**src/rtl/cswt_params.svh**
```systemverilog
// How it works
// - fail-safe turns timer switches off, static sensing
// - switch faults in active modes disable switch
// - timers keep running after fault shutdown
// - cyclic sense wake sets input's wake flag
// - stop gives interrupt, sleep gives restart
// - sleep with set flags restarts at once
// - wake-source timer interrupts in normal, stop
// - active on-time write starts the timer
// - cyclic wake skips first on-time start
// - each switch maps to either timer
// - seven selectable periods, 10 ms to 2 s
// - five on-times or static low/high
// - change against previous sample is wake
// - sample filtered after on-time, must stay
// - on-time longer than period flags failure
`ifndef CSWT_PARAMS_SVH
`define CSWT_PARAMS_SVH
// ==========================================================
// timing
`define CSWT_CLK_NS      8
`define CSWT_TICK_NS     10000
`define CSWT_TICK_US     10
`define CSWT_FILT_NS     16000
// periods in microseconds, select codes 0..6
`define CSWT_PER0_US     10000
`define CSWT_PER1_US     20000
`define CSWT_PER2_US     50000
`define CSWT_PER3_US     100000
`define CSWT_PER4_US     200000
`define CSWT_PER5_US     1000000
`define CSWT_PER6_US     2000000
// on-times in microseconds, select codes 0..4
`define CSWT_ON0_US      100
`define CSWT_ON1_US      300
`define CSWT_ON2_US      1000
`define CSWT_ON3_US      10000
`define CSWT_ON4_US      20000
// ==========================================================
// encodings
`define CSWT_ON_OFF_LOW  3'h5
`define CSWT_ON_OFF_HIGH 3'h6
`define CSWT_MAP_OFF     2'h0
`define CSWT_MAP_ON      2'h1
`define CSWT_MAP_T1      2'h2
`define CSWT_MAP_T2      2'h3
`define CSWT_SNS_STATIC  2'h0
`define CSWT_SNS_T1      2'h1
`define CSWT_SNS_T2      2'h2
`endif

```
**src/rtl/cswt_pkg.sv**
```systemverilog
`include "cswt_params.svh"
package cswt_pkg;
   // ==========================================================
   // types
   typedef enum logic [2:0] {
      CSWT_NORMAL   = 3'h0,
      CSWT_STOP     = 3'h1,
      CSWT_RESTART  = 3'h2,
      CSWT_SLEEP    = 3'h3,
      CSWT_FAILSAFE = 3'h7,
      CSWT_INIT     = 3'h5
   } cswt_mode_e;
   typedef struct packed {
      logic [2:0] per_sel;
      logic [2:0] on_sel;
   } cswt_tmr_cfg_s;
   typedef struct packed {
      logic oc;
      logic ot;
      logic uv_ov;
   } cswt_hs_fault_s;
   typedef logic [17:0] cswt_tick_t;

   // ==========================================================
   // period select to 10 us ticks
   function automatic cswt_tick_t cswt_per_ticks(input logic [2:0] s);
      case (s)
         3'h0:    return 18'(`CSWT_PER0_US / `CSWT_TICK_US);
         3'h1:    return 18'(`CSWT_PER1_US / `CSWT_TICK_US);
         3'h2:    return 18'(`CSWT_PER2_US / `CSWT_TICK_US);
         3'h3:    return 18'(`CSWT_PER3_US / `CSWT_TICK_US);
         3'h4:    return 18'(`CSWT_PER4_US / `CSWT_TICK_US);
         3'h5:    return 18'(`CSWT_PER5_US / `CSWT_TICK_US);
         default: return 18'(`CSWT_PER6_US / `CSWT_TICK_US);
      endcase
   endfunction : cswt_per_ticks

   // on-time select to ticks, zero for off settings
   function automatic cswt_tick_t cswt_on_ticks(input logic [2:0] s);
      case (s)
         3'h0:    return 18'(`CSWT_ON0_US / `CSWT_TICK_US);
         3'h1:    return 18'(`CSWT_ON1_US / `CSWT_TICK_US);
         3'h2:    return 18'(`CSWT_ON2_US / `CSWT_TICK_US);
         3'h3:    return 18'(`CSWT_ON3_US / `CSWT_TICK_US);
         3'h4:    return 18'(`CSWT_ON4_US / `CSWT_TICK_US);
         default: return 18'h0_0000;
      endcase
   endfunction : cswt_on_ticks

   function automatic logic cswt_on_active(input logic [2:0] s);
      return s < `CSWT_ON_OFF_LOW;
   endfunction : cswt_on_active
endpackage : cswt_pkg

```
**src/rtl/cswt_timer.sv**
```systemverilog
`timescale 1ns/1ns
`include "cswt_params.svh"
module cswt_timer (
   // clock and reset
   input  wire logic                   core_clk,
   input  wire logic                   arst_n,
   // timebase and configuration
   input  wire logic                   tick,
   input  wire logic                   cfg_wr,
   input  wire cswt_pkg::cswt_tmr_cfg_s cfg,
   // timer state
   output logic                        run,
   output logic                        level,
   output logic                        on_start,
   output logic                        on_end,
   output logic                        first
);
   import cswt_pkg::*;

   cswt_tmr_cfg_s cfg_reg,   cfg_next;
   cswt_tick_t    cnt_reg,   cnt_next;
   logic          run_reg,   run_next;
   logic          first_reg, first_next;
   logic          start_reg, start_next;
   logic          end_reg,   end_next;
   logic          lvl_reg,   lvl_next;

   // ==========================================================
   // period and on-time sequencing
   always_comb begin
      cfg_next   = cfg_reg;
      cnt_next   = cnt_reg;
      run_next   = run_reg;
      first_next = first_reg;
      start_next = 1'b0;
      end_next   = 1'b0;
      if (cfg_wr) begin
         cfg_next = cfg;
         cnt_next = 18'h0_0000;
         if (cswt_on_active(cfg.on_sel)) begin
            run_next   = 1'b1;
            first_next = 1'b1;
            start_next = 1'b1;
         end else begin
            run_next = 1'b0;
         end
      end else if (run_reg && tick) begin
         if (cnt_reg == cswt_per_ticks(cfg_reg.per_sel) - 18'h0_0001) begin
            cnt_next   = 18'h0_0000;
            start_next = 1'b1;
            first_next = 1'b0;
         end else begin
            cnt_next = cnt_reg + 18'h0_0001;
            end_next = (cnt_next == cswt_on_ticks(cfg_reg.on_sel));
         end
      end
      if (run_next)
         lvl_next = cnt_next < cswt_on_ticks(cfg_next.on_sel);
      else
         lvl_next = (cfg_next.on_sel == `CSWT_ON_OFF_HIGH);
   end

   // register stage
   always_ff @(posedge core_clk or negedge arst_n) begin
      if (!arst_n) begin
         cfg_reg   <= '{per_sel: 3'h0, on_sel: `CSWT_ON_OFF_LOW};
         cnt_reg   <= 18'h0_0000;
         run_reg   <= 1'b0;
         first_reg <= 1'b0;
         start_reg <= 1'b0;
         end_reg   <= 1'b0;
         lvl_reg   <= 1'b0;
      end else begin
         cfg_reg   <= cfg_next;
         cnt_reg   <= cnt_next;
         run_reg   <= run_next;
         first_reg <= first_next;
         start_reg <= start_next;
         end_reg   <= end_next;
         lvl_reg   <= lvl_next;
      end
   end

   assign run      = run_reg;
   assign level    = lvl_reg;
   assign on_start = start_reg;
   assign on_end   = end_reg;
   assign first    = first_reg;
endmodule : cswt_timer

```
**src/rtl/cswt_top.sv**
```systemverilog
`timescale 1ns/1ns
`include "cswt_params.svh"
module cswt_top #(
   parameter int TICK_CYC = `CSWT_TICK_NS / `CSWT_CLK_NS
) (
   // clock and reset
   input  wire logic                         core_clk,
   input  wire logic                         arst_n,
   // operating mode and mode requests
   input  wire cswt_pkg::cswt_mode_e         mode,
   input  wire logic                         sleep_cmd,
   // timer configuration
   input  wire cswt_pkg::cswt_tmr_cfg_s [1:0] tmr_cfg,
   input  wire logic [1:0]                   tmr_cfg_wr,
   input  wire logic [1:0]                   wake_src_en,
   // high-side switches
   input  wire logic [3:0][1:0]              hs_map,
   input  wire cswt_pkg::cswt_hs_fault_s [3:0] hs_fault,
   input  wire logic [3:0]                   hs_uvov_en,
   input  wire logic [3:0]                   hs_dis_clr,
   output logic [3:0]                        high_side_switch,
   output logic [3:0]                        hs_disabled,
   // wake inputs
   input  wire logic [2:0]                   wake_input_pin,
   input  wire logic [2:0][1:0]              wake_sense_sel,
   // status and clears
   input  wire logic [2:0]                   wake_status_a_clr,
   input  wire logic [1:0]                   wake_status_b_clr,
   input  wire logic                         spi_fail_clr,
   output logic [2:0]                        wake_status_a,
   output logic [1:0]                        wake_status_b,
   output logic                              spi_fail,
   // host notification
   output logic                              int_req,
   output logic                              restart_req,
   output logic [4:0]                        wake_source
);
   import cswt_pkg::*;

   localparam int FILT_CYC =
      (`CSWT_FILT_NS + `CSWT_CLK_NS - 1) / `CSWT_CLK_NS;

   // refuse a timebase divider the 16-bit counter cannot hold
   if (TICK_CYC < 1 || TICK_CYC > 65535) begin : g_tick_chk
      $error("TICK_CYC out of range");
   end

   // ==========================================================
   // timebase and pin synchronisers
   logic [15:0] div_reg, div_next;
   logic        tick_reg, tick_next;
   logic [2:0]  wk_m_reg, wk_s_reg, wk_prev_reg;

   always_comb begin
      tick_next = (div_reg == 16'(TICK_CYC - 1));
      div_next  = tick_next ? 16'h0000 : div_reg + 16'h0001;
   end

   always_ff @(posedge core_clk or negedge arst_n) begin
      if (!arst_n) begin
         div_reg     <= 16'h0000;
         tick_reg    <= 1'b0;
         wk_m_reg    <= 3'h0;
         wk_s_reg    <= 3'h0;
         wk_prev_reg <= 3'h0;
      end else begin
         div_reg     <= div_next;
         tick_reg    <= tick_next;
         wk_m_reg    <= wake_input_pin;
         wk_s_reg    <= wk_m_reg;
         wk_prev_reg <= wk_s_reg;
      end
   end

   // ==========================================================
   // two period timers
   logic [1:0] t_run, t_lvl, t_start, t_end, t_first;

   for (genvar t = 0; t < 2; t++) begin : g_tmr
      cswt_timer u_tmr (
         .core_clk (core_clk),
         .arst_n   (arst_n),
         .tick     (tick_reg),
         .cfg_wr   (tmr_cfg_wr[t]),
         .cfg      (tmr_cfg[t]),
         .run      (t_run[t]),
         .level    (t_lvl[t]),
         .on_start (t_start[t]),
         .on_end   (t_end[t]),
         .first    (t_first[t])
      );
   end

   // ==========================================================
   // switches, sensing, flags
   logic [3:0]       hs_reg,   hs_next;
   logic [3:0]       dis_reg,  dis_next;
   logic [2:0][10:0] filt_reg, filt_next;
   logic [2:0]       samp_reg, samp_next;
   logic [2:0]       ref_reg,  ref_next;
   logic [2:0]       href_reg, href_next;
   logic [2:0]       wfl_reg,  wfl_next;
   logic [1:0]       tfl_reg,  tfl_next;
   logic             fail_reg, fail_next;
   logic             int_reg,  int_next;
   logic             cwi_reg,  cwi_next;
   logic             rst_reg,  rst_next;
   logic [4:0]       src_reg,  src_next;
   logic [2:0]       wake_evt;
   logic [1:0]       cw_evt;
   logic             act_mode, fs_mode, ns_mode;
   logic [1:0]       sel;
   logic             ti;

   always_comb begin
      act_mode = (mode == CSWT_NORMAL) || (mode == CSWT_STOP) ||
                 (mode == CSWT_SLEEP);
      fs_mode  = (mode == CSWT_FAILSAFE);
      ns_mode  = (mode == CSWT_NORMAL) || (mode == CSWT_STOP);
      sel      = 2'h0;
      ti       = 1'b0;
      // switch fault latch, set wins over clear
      for (int i = 0; i < 4; i++) begin
         dis_next[i] = (dis_reg[i] & ~hs_dis_clr[i]) |
                       (act_mode & (hs_fault[i].oc | hs_fault[i].ot |
                        (hs_fault[i].uv_ov & hs_uvov_en[i])));
         case (hs_map[i])
            `CSWT_MAP_ON: hs_next[i] = 1'b1;
            `CSWT_MAP_T1: hs_next[i] = t_lvl[0] & ~fs_mode;
            `CSWT_MAP_T2: hs_next[i] = t_lvl[1] & ~fs_mode;
            default:      hs_next[i] = 1'b0;
         endcase
         hs_next[i] = hs_next[i] & ~dis_next[i];
      end
      // wake input sensing
      for (int k = 0; k < 3; k++) begin
         sel          = fs_mode ? `CSWT_SNS_STATIC : wake_sense_sel[k];
         ti           = (sel == `CSWT_SNS_T2);
         filt_next[k] = filt_reg[k];
         samp_next[k] = samp_reg[k];
         ref_next[k]  = ref_reg[k];
         href_next[k] = href_reg[k];
         wake_evt[k]  = 1'b0;
         if (sel != `CSWT_SNS_T1 && sel != `CSWT_SNS_T2) begin
            filt_next[k] = 11'h000;
            href_next[k] = 1'b0;
            wake_evt[k]  = wk_s_reg[k] ^ wk_prev_reg[k];
         end else if (t_end[ti]) begin
            filt_next[k] = 11'(FILT_CYC);
            samp_next[k] = wk_s_reg[k];
         end else if (filt_reg[k] != 11'h000) begin
            if (wk_s_reg[k] != samp_reg[k]) begin
               filt_next[k] = 11'h000;
            end else begin
               filt_next[k] = filt_reg[k] - 11'h001;
               if (filt_reg[k] == 11'h001) begin
                  wake_evt[k]  = href_reg[k] & (samp_reg[k] ^ ref_reg[k]);
                  ref_next[k]  = samp_reg[k];
                  href_next[k] = 1'b1;
               end
            end
         end
      end
      // cyclic wake, first start after a write stays quiet
      cw_evt   = wake_src_en & t_start & ~t_first & {2{ns_mode}};
      wfl_next = (wfl_reg & ~wake_status_a_clr) | wake_evt;
      tfl_next = (tfl_reg & ~wake_status_b_clr) | cw_evt;
      cwi_next = |cw_evt;
      int_next = ns_mode & ((|wake_evt) | (|cw_evt));
      rst_next = ((mode == CSWT_SLEEP) & (|wake_evt)) |
                 (sleep_cmd & (|{wfl_reg, tfl_reg}));
      src_next = rst_next ? {tfl_next, wfl_next} : src_reg;
      // on-time longer than period, set wins over clear
      fail_next = fail_reg & ~spi_fail_clr;
      for (int t = 0; t < 2; t++) begin
         if (tmr_cfg_wr[t] && cswt_on_active(tmr_cfg[t].on_sel) &&
             cswt_on_ticks(tmr_cfg[t].on_sel) >
             cswt_per_ticks(tmr_cfg[t].per_sel))
            fail_next = 1'b1;
      end
   end

   // register stage
   always_ff @(posedge core_clk or negedge arst_n) begin
      if (!arst_n) begin
         hs_reg   <= 4'h0;
         dis_reg  <= 4'h0;
         filt_reg <= '0;
         samp_reg <= 3'h0;
         ref_reg  <= 3'h0;
         href_reg <= 3'h0;
         wfl_reg  <= 3'h0;
         tfl_reg  <= 2'h0;
         fail_reg <= 1'b0;
         int_reg  <= 1'b0;
         cwi_reg  <= 1'b0;
         rst_reg  <= 1'b0;
         src_reg  <= 5'h00;
      end else begin
         hs_reg   <= hs_next;
         dis_reg  <= dis_next;
         filt_reg <= filt_next;
         samp_reg <= samp_next;
         ref_reg  <= ref_next;
         href_reg <= href_next;
         wfl_reg  <= wfl_next;
         tfl_reg  <= tfl_next;
         fail_reg <= fail_next;
         int_reg  <= int_next;
         cwi_reg  <= cwi_next;
         rst_reg  <= rst_next;
         src_reg  <= src_next;
      end
   end

   assign high_side_switch = hs_reg;
   assign hs_disabled      = dis_reg;
   assign wake_status_a    = wfl_reg;
   assign wake_status_b    = tfl_reg;
   assign spi_fail         = fail_reg;
   assign int_req          = int_reg;
   assign restart_req      = rst_reg;
   assign wake_source      = src_reg;
endmodule : cswt_top

```
**config.mk**
```make
export PLATFORM = sky130hd
export DESIGN_NAME = cswt_top
export DESIGN_NICKNAME = d
export VERILOG_FILES = /design/src/rtl/cswt_pkg.sv /design/src/rtl/cswt_timer.sv /design/src/rtl/cswt_top.sv
export VERILOG_INCLUDE_DIRS = /design/src /design/src/rtl
export SDC_FILE = /design/constraint.sdc
export NUM_CORES = 1
export LEC_CHECK = 0
export BUFFER_PORTS_ARGS = -buffer_cell sky130_fd_sc_hd__buf_2
export CORE_MARGIN = 5
export CORE_UTILIZATION = 50
export DETAILED_ROUTE_END_ITERATION = 16
export GPL_ROUTABILITY_DRIVEN = 0
export PLACE_DENSITY = 0.71
export SYNTH_ARGS = -nofsm -noshare
export SYNTH_HDL_FRONTEND = slang
export SYNTH_SLANG_ARGS = --single-unit
```
**constraint.sdc**
```tcl
create_clock -name core_clk -period 3.91 [get_ports core_clk]
set_input_delay 0 -clock core_clk [delete_from_list [all_inputs] [get_ports core_clk]]
set_output_delay 0 -clock core_clk [all_outputs]
set_load 0.03 [all_outputs]
```
# --- Word-level counts from Yosys, hierarchy flattened ---
# Cells that the tools add are included.
totals:
  input_bits: 65
  ff_bits: 147
  wordCells: 387
op_classes:
  bitwise_logic: 74
  muxes: 114
  add_sub_neg: 8
  n_lt_le_gt_ge: 9
  n_eq_ne: 89
  reduce_logical: 52
op_table:
  columns: ["cell", "count"]
  rows:
  - ["18-bit one-hot mux with 6 select lines", 4]
  - ["11-bit one-hot mux with 5 select lines", 6]
  - ["18-bit 2-to-1 mux", 18]
  - ["11-bit 2-to-1 mux", 12]
  - ["18-bit == test", 4]
  - ["1-bit 2-to-1 mux", 64]
  - ["3-bit by 2-bit == test with 1-bit output (second input constant)", 21]
  - ["3-bit == test (second input constant)", 17]
  - ["18-bit by 1-bit adder with 18-bit output (second input constant)", 2]
  - ["18-bit > comparator", 2]
  - ["18-bit < comparator", 2]
  - ["18-bit by 1-bit subtractor with 18-bit output (second input constant)", 2]
  - ["11-bit by 1-bit == test with 1-bit output (second input constant)", 3]
  - ["3-bit by 1-bit == test with 1-bit output (second input constant)", 11]
  - ["3-bit logical NOT", 11]
  - ["11-bit nonzero test", 3]
  - ["11-bit by 1-bit subtractor with 11-bit output (second input constant)", 3]
  - ["1-bit bitwise AND", 25]
  - ["2-bit == test (second input constant)", 11]
  - ["2-bit nonzero test", 10]
  - ["1-bit NOT", 19]
  - ["2-bit inequality test (second input constant)", 9]
  - ["16-bit by 1-bit adder with 16-bit output (second input constant)", 1]
  - ["16-bit by 11-bit == test with 1-bit output (second input constant)", 1]
  - ["other kinds (27)", 85]

# --- Logic depth before layout (Yosys ltp) ---
# Gate-level depths: netlist of run 1.
logic_depth:
  depth_word: 13
  depth_mapped: 22
  depth_no_buf: 20

# --- Cells and area by module ---
# A second synthesis of run 1 with hierarchy kept.
hier_totals:
  hier_cells: 1109
  area_unflattened_um2: 9726.8
by_module_without_submodules:
  columns: ["mod", "seq_area_each_um2", "area_per_inst_um2", "instances", "cells_per_inst"]
  rows:
  - ["cswt_timer", 728.2, 2433.6, 2, 311]
  - ["cswt_top", 2227.1, 4859.7, 1, 487]

# --- Least setup slack after synthesis of run 1 ---
# OpenSTA, ideal clock, no wires.
synth_timing:
  path_kind: "reg2reg"
  start: "reg g_tmr[1].u_tmr.cfg_reg[3] (netlist bit)"
  end: "reg g_tmr[1].u_tmr.lvl_reg"
  setup_ns: 0.092
  t_required_ns: 3.818
  path_slack_ns: -0.419
  path_buffers: 2
  stages_incl_launch_ff: 22
  t_arrival_ns: 4.238
  path_cell_list: "dfrtp_1 > clkbuf_1 > or2_2 > ha_1 > xnor2_1 > a211oi_1 > o21ai_0 > a2111o_1 > o31ai_4 > clkbuf_1 > nor2_1 > o21ai_0 > o21ai_0 > ha_1 > a21oi_1 > nor2b_1 > o21ai_0 > a21oi_1 > o21bai_1 > nand4_1 > or4_1 > o31ai_2"
synth_via:
  elab_chain_len: 11
  elab_cells_between_ends: 16
  cone_classes: "add/sub: 1; order compare: 1; eq/ne: 6; mux: 7; reduce/logical: 1"
synth_lines:
  columns: ["element", "line", "rtl"]
  rows:
  - ["from (decl)", "cswt_timer.sv:20", "cswt_tmr_cfg_s cfg_reg, cfg_next;"]
  - ["from (signal assigned)", "cswt_timer.sv:66", "cfg_reg <= '{per_sel: 3'h0, on_sel: `CSWT_ON_OFF_LOW};"]
  - ["from (signal assigned)", "cswt_timer.sv:74", "cfg_reg <= cfg_next;"]
  - ["3-bit == test (tied with other cells)", "cswt_pkg.sv:27", "case (s)"]
  - ["18-bit one-hot mux with 6 select lines *", "cswt_pkg.sv:27", null]
  - ["18-bit 2-to-1 mux *", "cswt_timer.sv:47", "end else if (run_reg && tick) begin"]
  - ["18-bit 2-to-1 mux *", "cswt_timer.sv:37", "if (cfg_wr) begin"]
  - ["18-bit by 1-bit subtractor with 18-bit output *", "cswt_timer.sv:48", "if (cnt_reg == cswt_per_ticks(cfg_reg.per_sel) - 18'h0_0001) begin"]
  - ["18-bit == test *", "cswt_timer.sv:48", null]
  - ["18-bit 2-to-1 mux *", "cswt_timer.sv:48", null]
  - ["18-bit 2-to-1 mux *", "cswt_timer.sv:47", null]
  - ["18-bit 2-to-1 mux *", "cswt_timer.sv:37", null]
  - ["via g_tmr[1].u_tmr.cnt_next[2]", "cswt_timer.sv:21", "cswt_tick_t cnt_reg, cnt_next;"]
  - ["18-bit < comparator *", "cswt_timer.sv:58", "lvl_next = cnt_next < cswt_on_ticks(cfg_next.on_sel);"]
  - ["1-bit 2-to-1 mux *", "cswt_timer.sv:57", "if (run_next)"]
  - ["via g_tmr[1].u_tmr.lvl_next", "cswt_timer.sv:26", "logic lvl_reg, lvl_next;"]
  - ["to (signal assigned)", "cswt_timer.sv:80", "lvl_reg <= lvl_next;"]
  - ["to (decl)", "cswt_timer.sv:26", null]
# The timed path passes the listed nets; every way through them passes the cells marked *. The select of a mux whose other input is x is not followed.
# A chain may end at the register's enable or synchronous reset.

# --- Final worst setup path of run 1 ---
# Ends and elaborated chain as after synthesis.

==> results.cfg, run 1 <==
[worst_setup_path]
cp_max_fo = 5
crit_type = reg2reg
arrival_ns = 4.42
crit_buf_inv = 2
crit_slowest_cell = or4_1
required_ns = 4.25
cpLargestDelayFamily = compound AO/OA/AOI/OAI gates
slowest_delay_ns = 0.43
crit_chain = or2_4 -> ha_4 -> xnor2_1 -> a211oi_1 -> o21ai_1 -> a2111o_1 -> o31ai_4 -> buf_6 -> buf_4 -> nor2_1 -> o21ai_0 -> o31ai_1 -> ha_1 -> o21ai_0 -> a21oi_1 -> o21bai_1 -> nand4_1 -> or4_1 -> o31ai_2
cp_common_cell = o21ai_0
end_kind = flop
cp-start-kind = flop

[route]
viasPerCell = 5.71
drt_iter0_markers = 562
wl_per_cell_um = 15.7
post-route-drc-count = 0
wirelength_um = 24300
antenna_left = 0
dr.pass1.iters = 6
num_vias = 8800

[power]
p_clk_share_pct = 33.3
switching_share_pct = 34.2
p_leak_nw = 5.27
power_frac_seq_pct = 34.9
internal-power_mw = 3.57
vdd_drop_max_v = 0.000304
comb_power_share_pct = 31.7
power_density_mw_per_mm2 = 462
p_switching_mw = 1.86

[die]
rows = 51
fp.coreArea_mm2 = 0.0193
initial_core_util_pct = 50.3
dieArea_mm2 = 0.0223
chipWidth_um = 149
io_pins = 86
die_h_um = 149

[logic_synthesis]
syn_nets = 1229
yosysWarnings = 0
synth.distinct_cells = 76
synth_area_mm2 = 0.00969
synthFlopType = dfrtp_1
syn_inst = 1115
ys_seq_area_share_pct = 38.0
yosys-top-cells-area = dfrtp_1, ha_1, xnor2_1
synth_most_common_cell = dfrtp_1
synthTopCellsByCount = dfrtp_1, nand2_1, nor2_1, o21ai_0, a21oi_1
synth_top_area_share_pct = 36.9
synth_area_per_cell_um2 = 8.69
synth_seq_cells = 147
synth_edf_count = 0
async_reset_ff_share_pct = 100
synth_top_cell_by_area = dfrtp_1

[finish]
stdcell_count = 1542
layout-drive-gt1-share_pct = 17.9
syn2layout_area_growth_pct = 21.5
antenna_cells = 0
nNetsFinal = 1378
largest_register_ffs = 36

[clock_network]
cts_buffer_depth = 2
cts_root_buf = clkbuf_16
clock_latency_ns = 0.43
cts_tree = yes
numCtsBuffers = 17
clock-sinks = 147
htreeDepth = 4
path_clk_slew_ns = 0.07

[run_status]
violations = negative setup slack
status = finished with violations

[sta]
max_freq_ghz = 0.245
tightest_slew_ns = 0.854
setup_viol = 1
rsz0062_at_grt = true
finalSetupTns_ns = -0.174
report.final.slew_viol_count = 0
fin_crit_sh_pct = 104
finalHoldViolations = 0
fin_ws_ns = -0.174
clock_skew_ns = 0.00864
relSlewSlack_pct = 43.1
fin_crit_ns = 4.08

[placement]
dp_hpwl_um = 17300
port_buffers = 85
dp_cells = 1464
place_worst_setup_slack_ns = -0.163

[run]
maxCapViolCount = 0

[global_routing]
track_usage_pct = 21.6
grt_overflow = 0
grt_max_degree = 95
first_global_vias = 8191
antenna_found_initial = 0
grt_pass1_wl_um = 39500

[hold_path]
holdCritPathClass = in2reg
metrics by stage:
stage | hold slack, ns | total power, mW | area, um^2 | util (%)
after floorplan | -0.296 | 3.20 | 9740 | -
after global placement | 0.110 | 3.54 | 10600 | 55.2
after detailed placement | 0.110 | 3.59 | 10600 | 55.2
after CTS | 0.00351 | 5.46 | 11700 | 60.8
after global routing | 0.0290 | 5.78 | 11800 | 61.1
final | 0.00762 | 5.44 | 11800 | 61.1
timing repair:
item	CTS	global route
hold buffers	40	0
endpoints found under the hold margin	120	0
resized for setup	4	7
endpoints found under the setup margin	1	2
setup buffers	2	2
pin swaps	1	3
gates cloned	0	2
routing by layer:
| layer | global-route usage (%) | wire (um) |
|---|---|---|
| met1 | 29.7 | 11100 |
| met3 | 3.65 | 1330 |
| met2 | 35.4 | 11500 |
| met5 | 0 | 0 |
| met4 | 5.68 | 339 |
path summary, 6_finish.rpt:
check | start | to | slack [ns] | cells after the start
hold / removal | tmr_cfg_wr[0] | g_tmr[0].u_tmr.cfg_reg[3]$_DFFE_PN0P_ | 0.008 | 2
setup reg to reg | g_tmr[1].u_tmr.cfg_reg[3]$_DFFE_PN0P_ | g_tmr[1].u_tmr.level$_DFF_PN0_ | -0.17 | 19
min in group asynchronous | arst_n | filt_reg[13]$_DFFE_PN0P_ | 0.23 | 2
setup / recovery | g_tmr[1].u_tmr.cfg_reg[3]$_DFFE_PN0P_ | g_tmr[1].u_tmr.level$_DFF_PN0_ | -0.17 | 19
max in group asynchronous | arst_n | g_tmr[0].u_tmr.cfg_reg[0]$_DFF_PN1_ | 2.71 | 3
hold reg to reg | wk_m_reg[0]$_DFF_PN0_ | wk_s_reg[0]$_DFF_PN0_ | 0.35 | 0
worst reg2reg max path, delay by kind of cell, from the launching register on:
family	cells	cell delay, ns
compound gates	10	1.80
simple gates	4	0.83
fa+ha+maj	2	0.57
flops	1	0.41
buf+inv	2	0.28
xor+xnor	1	0.12
final cells by class:
type / count / area [um^2]
flip-flops and latches: 147 / 3680
well taps: 265 / 332
clock inverters: 14 / 214
fillers: 1655 / 7500
inverters: 49 / 184
clock buffers: 18 / 429
repair buffers: 178 / 1230
multi-input cells: 871 / 5700
power by group through the flow:
stage               Combinational, mW  Sequential, mW  Clock (mW)
CTS                              1.72            1.90        1.84
global placement                 1.63            1.92           0
detailed placement               1.67            1.92           0
global route                     1.95            1.93        1.89
finish                           1.72            1.90        1.81
floorplan                        1.26            1.93           0
cells by family after synthesis:
logic type	share of synthesized area [%]
compound gates	17.9
xor+xnor	7.73
fa+ha+maj	6.33
buf+inv	3.90
flops	38.0
mux	3.58
simple gates	22.6
cell usage in the layout, fill, tap and decap left out, types with 19 or more instances in the layout:
cell type,instances
a21oi_1,77
o21ai_0,81
nor3_1,30
mux2_2,21
nand2_1,111
nor2_1,92
dlygate4sd3_1,40
inv_1,49
nor2b_1,23
xor2_1,30
buf_4,51
dfrtp_1,143
nand4_1,27
buf_2,85
nand3_1,25
ha_1,48
o31ai_1,19
xnor2_1,53
(Power assumes the default switching activity.)
==> run 2: changes to the inputs <==
Settings changed: CORE_UTILIZATION 50 to 45, PLACE_DENSITY 0.71 to 0.65.
==> run 2 against run 1 <==
- the run still ends with negative setup slack left
- utilization shrank 4.8 points
- combinational power about the same
- worst hold slack improved by 0.017 ns
- clock-buffer cell count unchanged
- highest routed layer unchanged
- largest power group unchanged
- via count shrank 0.52%
- non-clock buffer count is 17 higher
- register-to-register slack hardly changed
- global-route usage decreased by 0.87 points
- clock skew increased by 0.00098 ns
- power down 3.2%
- critical path depth decreased by 1
- die area rose by 10%
- critical endpoint unchanged
==> results.cfg, run 2 (synthesis gave the netlist of run 1 again) <==
[run_status]
violations = negative setup slack
status = finished with violations

[worst_setup_path]
regToRegSetupSlack_ns = -0.18
timing.reg2reg.worst_path_depth = 18
slowest_delay_ns = 0.43
end_kind = flop
crit_chain = or2_4 -> ha_4 -> xnor2_1 -> a211oi_1 -> o21ai_1 -> a2111o_1 -> o31ai_4 -> buf_6 -> buf_4 -> a21oi_1 -> o21ai_0 -> o31ai_1 -> ha_1 -> a21o_1 -> a221oi_2 -> nand4_1 -> or4_1 -> o31ai_2
reg2reg_from = g_tmr[1].u_tmr.cfg_reg[5]$_DFFE_PN0P_
crit_type = reg2reg
cp-start-kind = flop
arrival_ns = 4.42
required_ns = 4.24
cp_max_fo = 6
r2r-end = g_tmr[1].u_tmr.level$_DFF_PN0_
crit_slowest_cell = or4_1

[clock_network]
clock_latency_ns = 0.42
path_clk_slew_ns = 0.06
cts_tree = yes
cts_buffer_depth = 2
numCtsBuffers = 17
clock-sinks = 147
cts_root_buf = clkbuf_16
htreeDepth = 4

[finish]
nNetsFinal = 1394
largest_register_ffs = 36
layout_common_cells = dfrtp_1, nand2_1, nor2_1
antenna_cells = 0
final_common_cell = dfrtp_1
syn2layout_area_growth_pct = 22.4
final_cell_area_mm2 = 0.0119
final_core_util_pct = 56.3
layout-drive-gt1-share_pct = 19.4

[hold_path]
holdCritPathClass = in2reg
holdPathStages = 2
hold_start = tmr_cfg[6]
holdPathEnd = g_tmr[1].u_tmr.cfg_reg[0]$_DFF_PN1_

[power]
switching_share_pct = 35.2
power_frac_seq_pct = 36.3
power_density_mw_per_mm2 = 443
finalPower_mw = 5.26
vdd_drop_max_v = 0.000305
internal-power_mw = 3.41
p_switching_mw = 1.85
p_leak_nw = 5.33
comb_power_share_pct = 33.1
p_clk_share_pct = 30.6

[global_routing]
first_global_vias = 8249
antenna_found_initial = 0
grt_pass1_wl_um = 41500
grt_overflow = 0
grt_max_degree = 97
track_usage_pct = 20.7

[route]
post-route-drc-count = 0
wl_per_cell_um = 16.2
drt_iter0_markers = 673
dr.pass1.iters = 5
antenna_left = 0
num_vias = 8754
viasPerCell = 5.58
wirelength_um = 25400

[run]
maxCapViolCount = 0

[sta]
relSlewSlack_pct = 40.9
fin_ws_ns = -0.179
fin_crit_sh_pct = 105
rsz0062_at_grt = true
setup_viol = 1
clock_skew_ns = 0.00963
report.final.slew_viol_count = 0
fin_crit_ns = 4.09
tightest_slew_ns = 0.887
hold_ws_ns = 0.0246
finalHoldViolations = 0
max_freq_ghz = 0.245

[die]
fp.coreArea_mm2 = 0.0211
chipWidth_um = 157
rows = 53
io_pins = 86
dieArea_mm2 = 0.0246
initial_core_util_pct = 46.0
die_h_um = 157

[placement]
place_area_mm2 = 0.0107
port_buffers = 85
dp_hpwl_um = 18400
place_worst_setup_slack_ns = -0.111
## run 2: how the worst max path moves through the flow
stage                                           endpoint  cells after the start                                   from  slack, ns
after detailed placement  g_tmr[1].u_tmr.level$_DFF_PN0_                     17  g_tmr[1].u_tmr.cfg_reg[5]$_DFFE_PN0P_      -0.11
after global placement    g_tmr[1].u_tmr.level$_DFF_PN0_                     19  g_tmr[1].u_tmr.cfg_reg[3]$_DFFE_PN0P_     -0.006
after CTS                 g_tmr[1].u_tmr.level$_DFF_PN0_                     19  g_tmr[1].u_tmr.cfg_reg[5]$_DFFE_PN0P_      -0.02
final                     g_tmr[1].u_tmr.level$_DFF_PN0_                     18  g_tmr[1].u_tmr.cfg_reg[5]$_DFFE_PN0P_      -0.18
after global routing      g_tmr[1].u_tmr.level$_DFF_PN0_                     18  g_tmr[1].u_tmr.cfg_reg[5]$_DFFE_PN0P_      -0.38
after floorplan           g_tmr[1].u_tmr.level$_DFF_PN0_                     21  g_tmr[1].u_tmr.cfg_reg[3]$_DFFE_PN0P_      -0.08
## run 2: repair_timing
item / 4_1_cts / 5_1_grt
setup buffers: 1 / 15
gates resized for setup: 6 / 24
hold buffers: 41 / 0
gates cloned: 1 / 0
endpoints found under the hold margin: 122 / 0
setup endpoints to repair: 2 / 2
pin swaps: 2 / 15
## run 2: metrics by stage
stage	instances	TNS [ns]
CTS	1553	-0.0167
global placement	1478	-0.00629
floorplan	1115	-0.0766
detailed placement	1478	-0.111
finish	1568	-0.179
global route	1568	-0.478
## run 2: critical path, delay by kind of cell (launching register included)
family | cells | cell delay (ns)
AOI/OAI and AO/OA | 10 | 1.92
DFF | 1 | 0.42
buffers and inverters | 2 | 0.28
adders and majority gates | 2 | 0.45
xor gates and xnor gates | 1 | 0.11
and+or+nand+nor | 3 | 0.82
## run 2: per-layer routing
| layer | wire length [um] | global-route usage (%) | vias to the layer above |
|---|---|---|---|
| met4 | 381 | 5.17 | 0 |
| li1 | - | - | 4324 |
| met5 | 0 | 0 | - |
| met1 | 11700 | 28.9 | 4164 |
| met2 | 12100 | 33.7 | 232 |
| met3 | 1250 | 3.37 | 34 |
## run 2: power groups by stage
stage	clock, mW	combinational (mW)	sequential (mW)
after floorplan	0	1.26	1.93
after global placement	0	1.64	1.92
after detailed placement	0	1.66	1.93
after CTS	1.65	1.73	1.91
after global routing	1.72	1.97	1.94
final	1.61	1.74	1.91
## run 2: final cells by class
cell class | instances | area, um^2
multi-input combinational | 870 | 5700
fill | 1897 | 9220
timing repair buffer | 195 | 1370
inverter | 49 | 184
clock inverter | 14 | 141
clock buffer | 18 | 439
tap | 275 | 344
sequential | 147 | 3680
==> run 3: changes to the inputs <==
Settings changed: SKIP_LAST_GASP set to 1, SYNTH_HIERARCHICAL set to 1.
==> run 3 against run 2 <==
- the run now ends clean
- sequential share of layout area is 0.22 points lower
- clock power hardly changed
- die area is 0.33% higher
- clock skew is 0.0018 ns higher
- via count is 1.7% higher
- design area is 0.88% higher
- cell count is 0.19% lower
- flip-flop and latch count stayed put
- combinational power is 8% lower
- non-clock buffer count is 4 lower
- synthesized area is 0.35% higher
- critical path type unchanged
- highest routed layer unchanged
==> results.cfg, run 3 <==
[logic_synthesis]
synth_top_cell_by_area = dfrtp_1
yosysWarnings = 6
syn_nets = 1221
synth_seq_cells = 147
syn_inst = 1109
synthTopCellsByCount = nand2_1, dfrtp_1, nor2_1, a21oi_1, o21ai_0
synth_edf_count = 0
async_reset_ff_share_pct = 100
synth.distinct_cells = 74
ys_seq_area_share_pct = 37.9
synth_area_mm2 = 0.00973
synth_area_per_cell_um2 = 8.77
synth_top_area_share_pct = 36.8
synth_most_common_cell = nand2_1
synthFlopType = dfrtp_1
yosys-top-cells-area = dfrtp_1, ha_1, nand2_1

[clock_network]
htreeDepth = 4
clock-sinks = 147
cts_tree = yes
clock_latency_ns = 0.43
numCtsBuffers = 17
cts_root_buf = clkbuf_16
path_clk_slew_ns = 0.06
cts_buffer_depth = 2

[sta]
fin_ws_ns = 0.157
clock_skew_ns = 0.0115
setup_viol = 0
report.final.slew_viol_count = 0
finalHoldViolations = 0
rsz0062_at_grt = true
fin_crit_sh_pct = 96.0
finalSetupTns_ns = 0
relSlewSlack_pct = 42.6
max_freq_ghz = 0.266
tightest_slew_ns = 0.861
fin_crit_ns = 3.75

[finish]
layout_common_cells = nand2_1, dfrtp_1, buf_2
nNetsFinal = 1389
final_common_cell = nand2_1
layout-drive-gt1-share_pct = 20.7
syn2layout_area_growth_pct = 23.1
largest_register_ffs = 36
antenna_cells = 0

[run_status]
status = completed

[power]
power_frac_seq_pct = 37.2
switching_share_pct = 34.4
comb_power_share_pct = 31.2
power_density_mw_per_mm2 = 429
vdd_drop_max_v = 0.000315
p_clk_share_pct = 31.6
p_switching_mw = 1.77
p_leak_nw = 5.42
internal-power_mw = 3.37

[route]
drt_iter0_markers = 593
wl_per_cell_um = 16.6
dr.pass1.iters = 5
viasPerCell = 5.69
wirelength_um = 26000
num_vias = 8906
post-route-drc-count = 0
antenna_left = 0

[global_routing]
first_global_vias = 8423
grt_max_degree = 93
antenna_found_initial = 0
track_usage_pct = 20.9
grt_pass1_wl_um = 42000
grt_overflow = 0

[placement]
port_buffers = 85
place_worst_setup_slack_ns = -0.0132
dp_hpwl_um = 19000

[die]
dieArea_mm2 = 0.0247
fp.coreArea_mm2 = 0.0212
initial_core_util_pct = 46.0
die_h_um = 157
io_pins = 86
chipWidth_um = 157
rows = 53

[hold_path]
holdPathStages = 3
hold_start = tmr_cfg_wr[1]
holdPathEnd = g_tmr[1].u_tmr/first$_DFFE_PN0P_
holdCritPathClass = in2reg

[worst_setup_path]
required_ns = 4.25
timing.reg2reg.worst_path_depth = 16
slowest_delay_ns = 0.43
crit_chain = buf_6 -> o41a_1 -> a221o_1 -> a2111oi_4 -> buf_4 -> nor3_1 -> o21ai_1 -> o21ai_1 -> ha_1 -> a21o_1 -> a21o_1 -> a21oi_2 -> o21ai_2 -> a2111oi_4 -> o211ai_1 -> o31ai_2
cp-start-kind = flop
arrival_ns = 4.09
end_kind = flop
cp_max_fo = 5
crit_buf_inv = 2
r2r-end = g_tmr[0].u_tmr/level$_DFF_PN0_
crit_type = reg2reg
regToRegSetupSlack_ns = 0.16
crit_slowest_cell = dfrtp_2
reg2reg_from = g_tmr[0].u_tmr/cfg_reg[4]$_DFFE_PN0P_
cpLargestDelayFamily = compound AO/OA/AOI/OAI gates

[run]
maxCapViolCount = 0
## run 3: cell count changes after synthesis, moves of 9 or more
cell,change
o21ai_0,-20
o31ai_1,-13
nor2_1,-18
nand3_1,+11
nand4_1,-10
xnor2_1,-14
nor2b_1,-9
a21oi_1,-10
nand2_1,+39
## run 3: final cells by class
cell class	instances	area, um^2
fillers	1876	9180
repair buffers	191	1360
well taps	275	344
clock inverters	12	123
inverters	50	188
multi-input cells	870	5810
flip-flops and latches	147	3690
clock buffers	20	467
## run 3: how the worst max path moves through the flow
stage | end | cells after the start | startpoint
floorplan | g_tmr[0].u_tmr/level$_DFF_PN0_ | 16 | g_tmr[0].u_tmr/cfg_reg[4]$_DFFE_PN0P_
global placement | g_tmr[0].u_tmr/level$_DFF_PN0_ | 16 | g_tmr[0].u_tmr/cfg_reg[4]$_DFFE_PN0P_
detailed placement | g_tmr[1].u_tmr/level$_DFF_PN0_ | 15 | g_tmr[1].u_tmr/cfg_reg[4]$_DFFE_PN0P_
CTS | g_tmr[1].u_tmr/level$_DFF_PN0_ | 14 | g_tmr[1].u_tmr/cfg_reg[3]$_DFFE_PN0P_
global route | g_tmr[1].u_tmr/level$_DFF_PN0_ | 16 | g_tmr[1].u_tmr/cfg_reg[4]$_DFFE_PN0P_
finish | g_tmr[0].u_tmr/level$_DFF_PN0_ | 16 | g_tmr[0].u_tmr/cfg_reg[4]$_DFFE_PN0P_
## run 3: per-stage QoR
step	util (%)	total power [mW]	cell area, um^2	hold slack [ns]	cells
finish	56.6	5.13	12000	0.0297	1565
global route	56.6	5.48	12000	0.0376	1565
CTS	55.3	5.14	11700	0.00557	1549
detailed placement	50.7	3.46	10700	0.110	1479
global placement	50.7	3.43	10700	0.111	1479
floorplan	-	3.08	9730	-0.296	1109
## run 3: cell families after synthesis
family | after synthesis | synth area share (%)
fa+ha+maj | 47 | 6.05
flops | 147 | 37.9
mux | 34 | 4.09
buf+inv | 92 | 3.68
compound gates | 255 | 17.6
xor+xnor | 71 | 6.47
simple gates | 463 | 24.2
## run 3: worst register-to-register path, delay by kind of cell, from the launching register on
family | cells | cell delay, ns
AND/OR/NAND/NOR | 1 | 0.04
AO/OA/AOI/OAI | 12 | 2.63
flip-flops | 1 | 0.43
buffers and inverters | 2 | 0.34
adder cells (fa/ha/maj) | 1 | 0.22
## run 3: power by group through the flow
stage | clock, mW | sequential (mW) | combinational [mW]
6_report | 1.62 | 1.91 | 1.60
4_1_cts | 1.66 | 1.91 | 1.57
3_5_place_dp | 0 | 1.93 | 1.53
5_1_grt | 1.73 | 1.94 | 1.82
2_1_floorplan | 0 | 1.94 | 1.14
3_3_place_gp | 0 | 1.93 | 1.50
## run 3: metal layers
metal	share of wire, %	global-route usage (%)	vias to the layer above
met5	0	0	-
li1	-	-	4327
met3	6.8	4.01	35
met1	45	28.2	4269
met2	47	34.1	275
met4	2.0	6.68	0
## run 3: repair_timing
action | CTS | global route
setup buffers | 0 | 16
endpoints found under the hold margin | 115 | 0
hold buffers | 38 | 0
resized for setup | 4 | 51
pin swaps | 0 | 38
setup endpoints to repair | 2 | 2
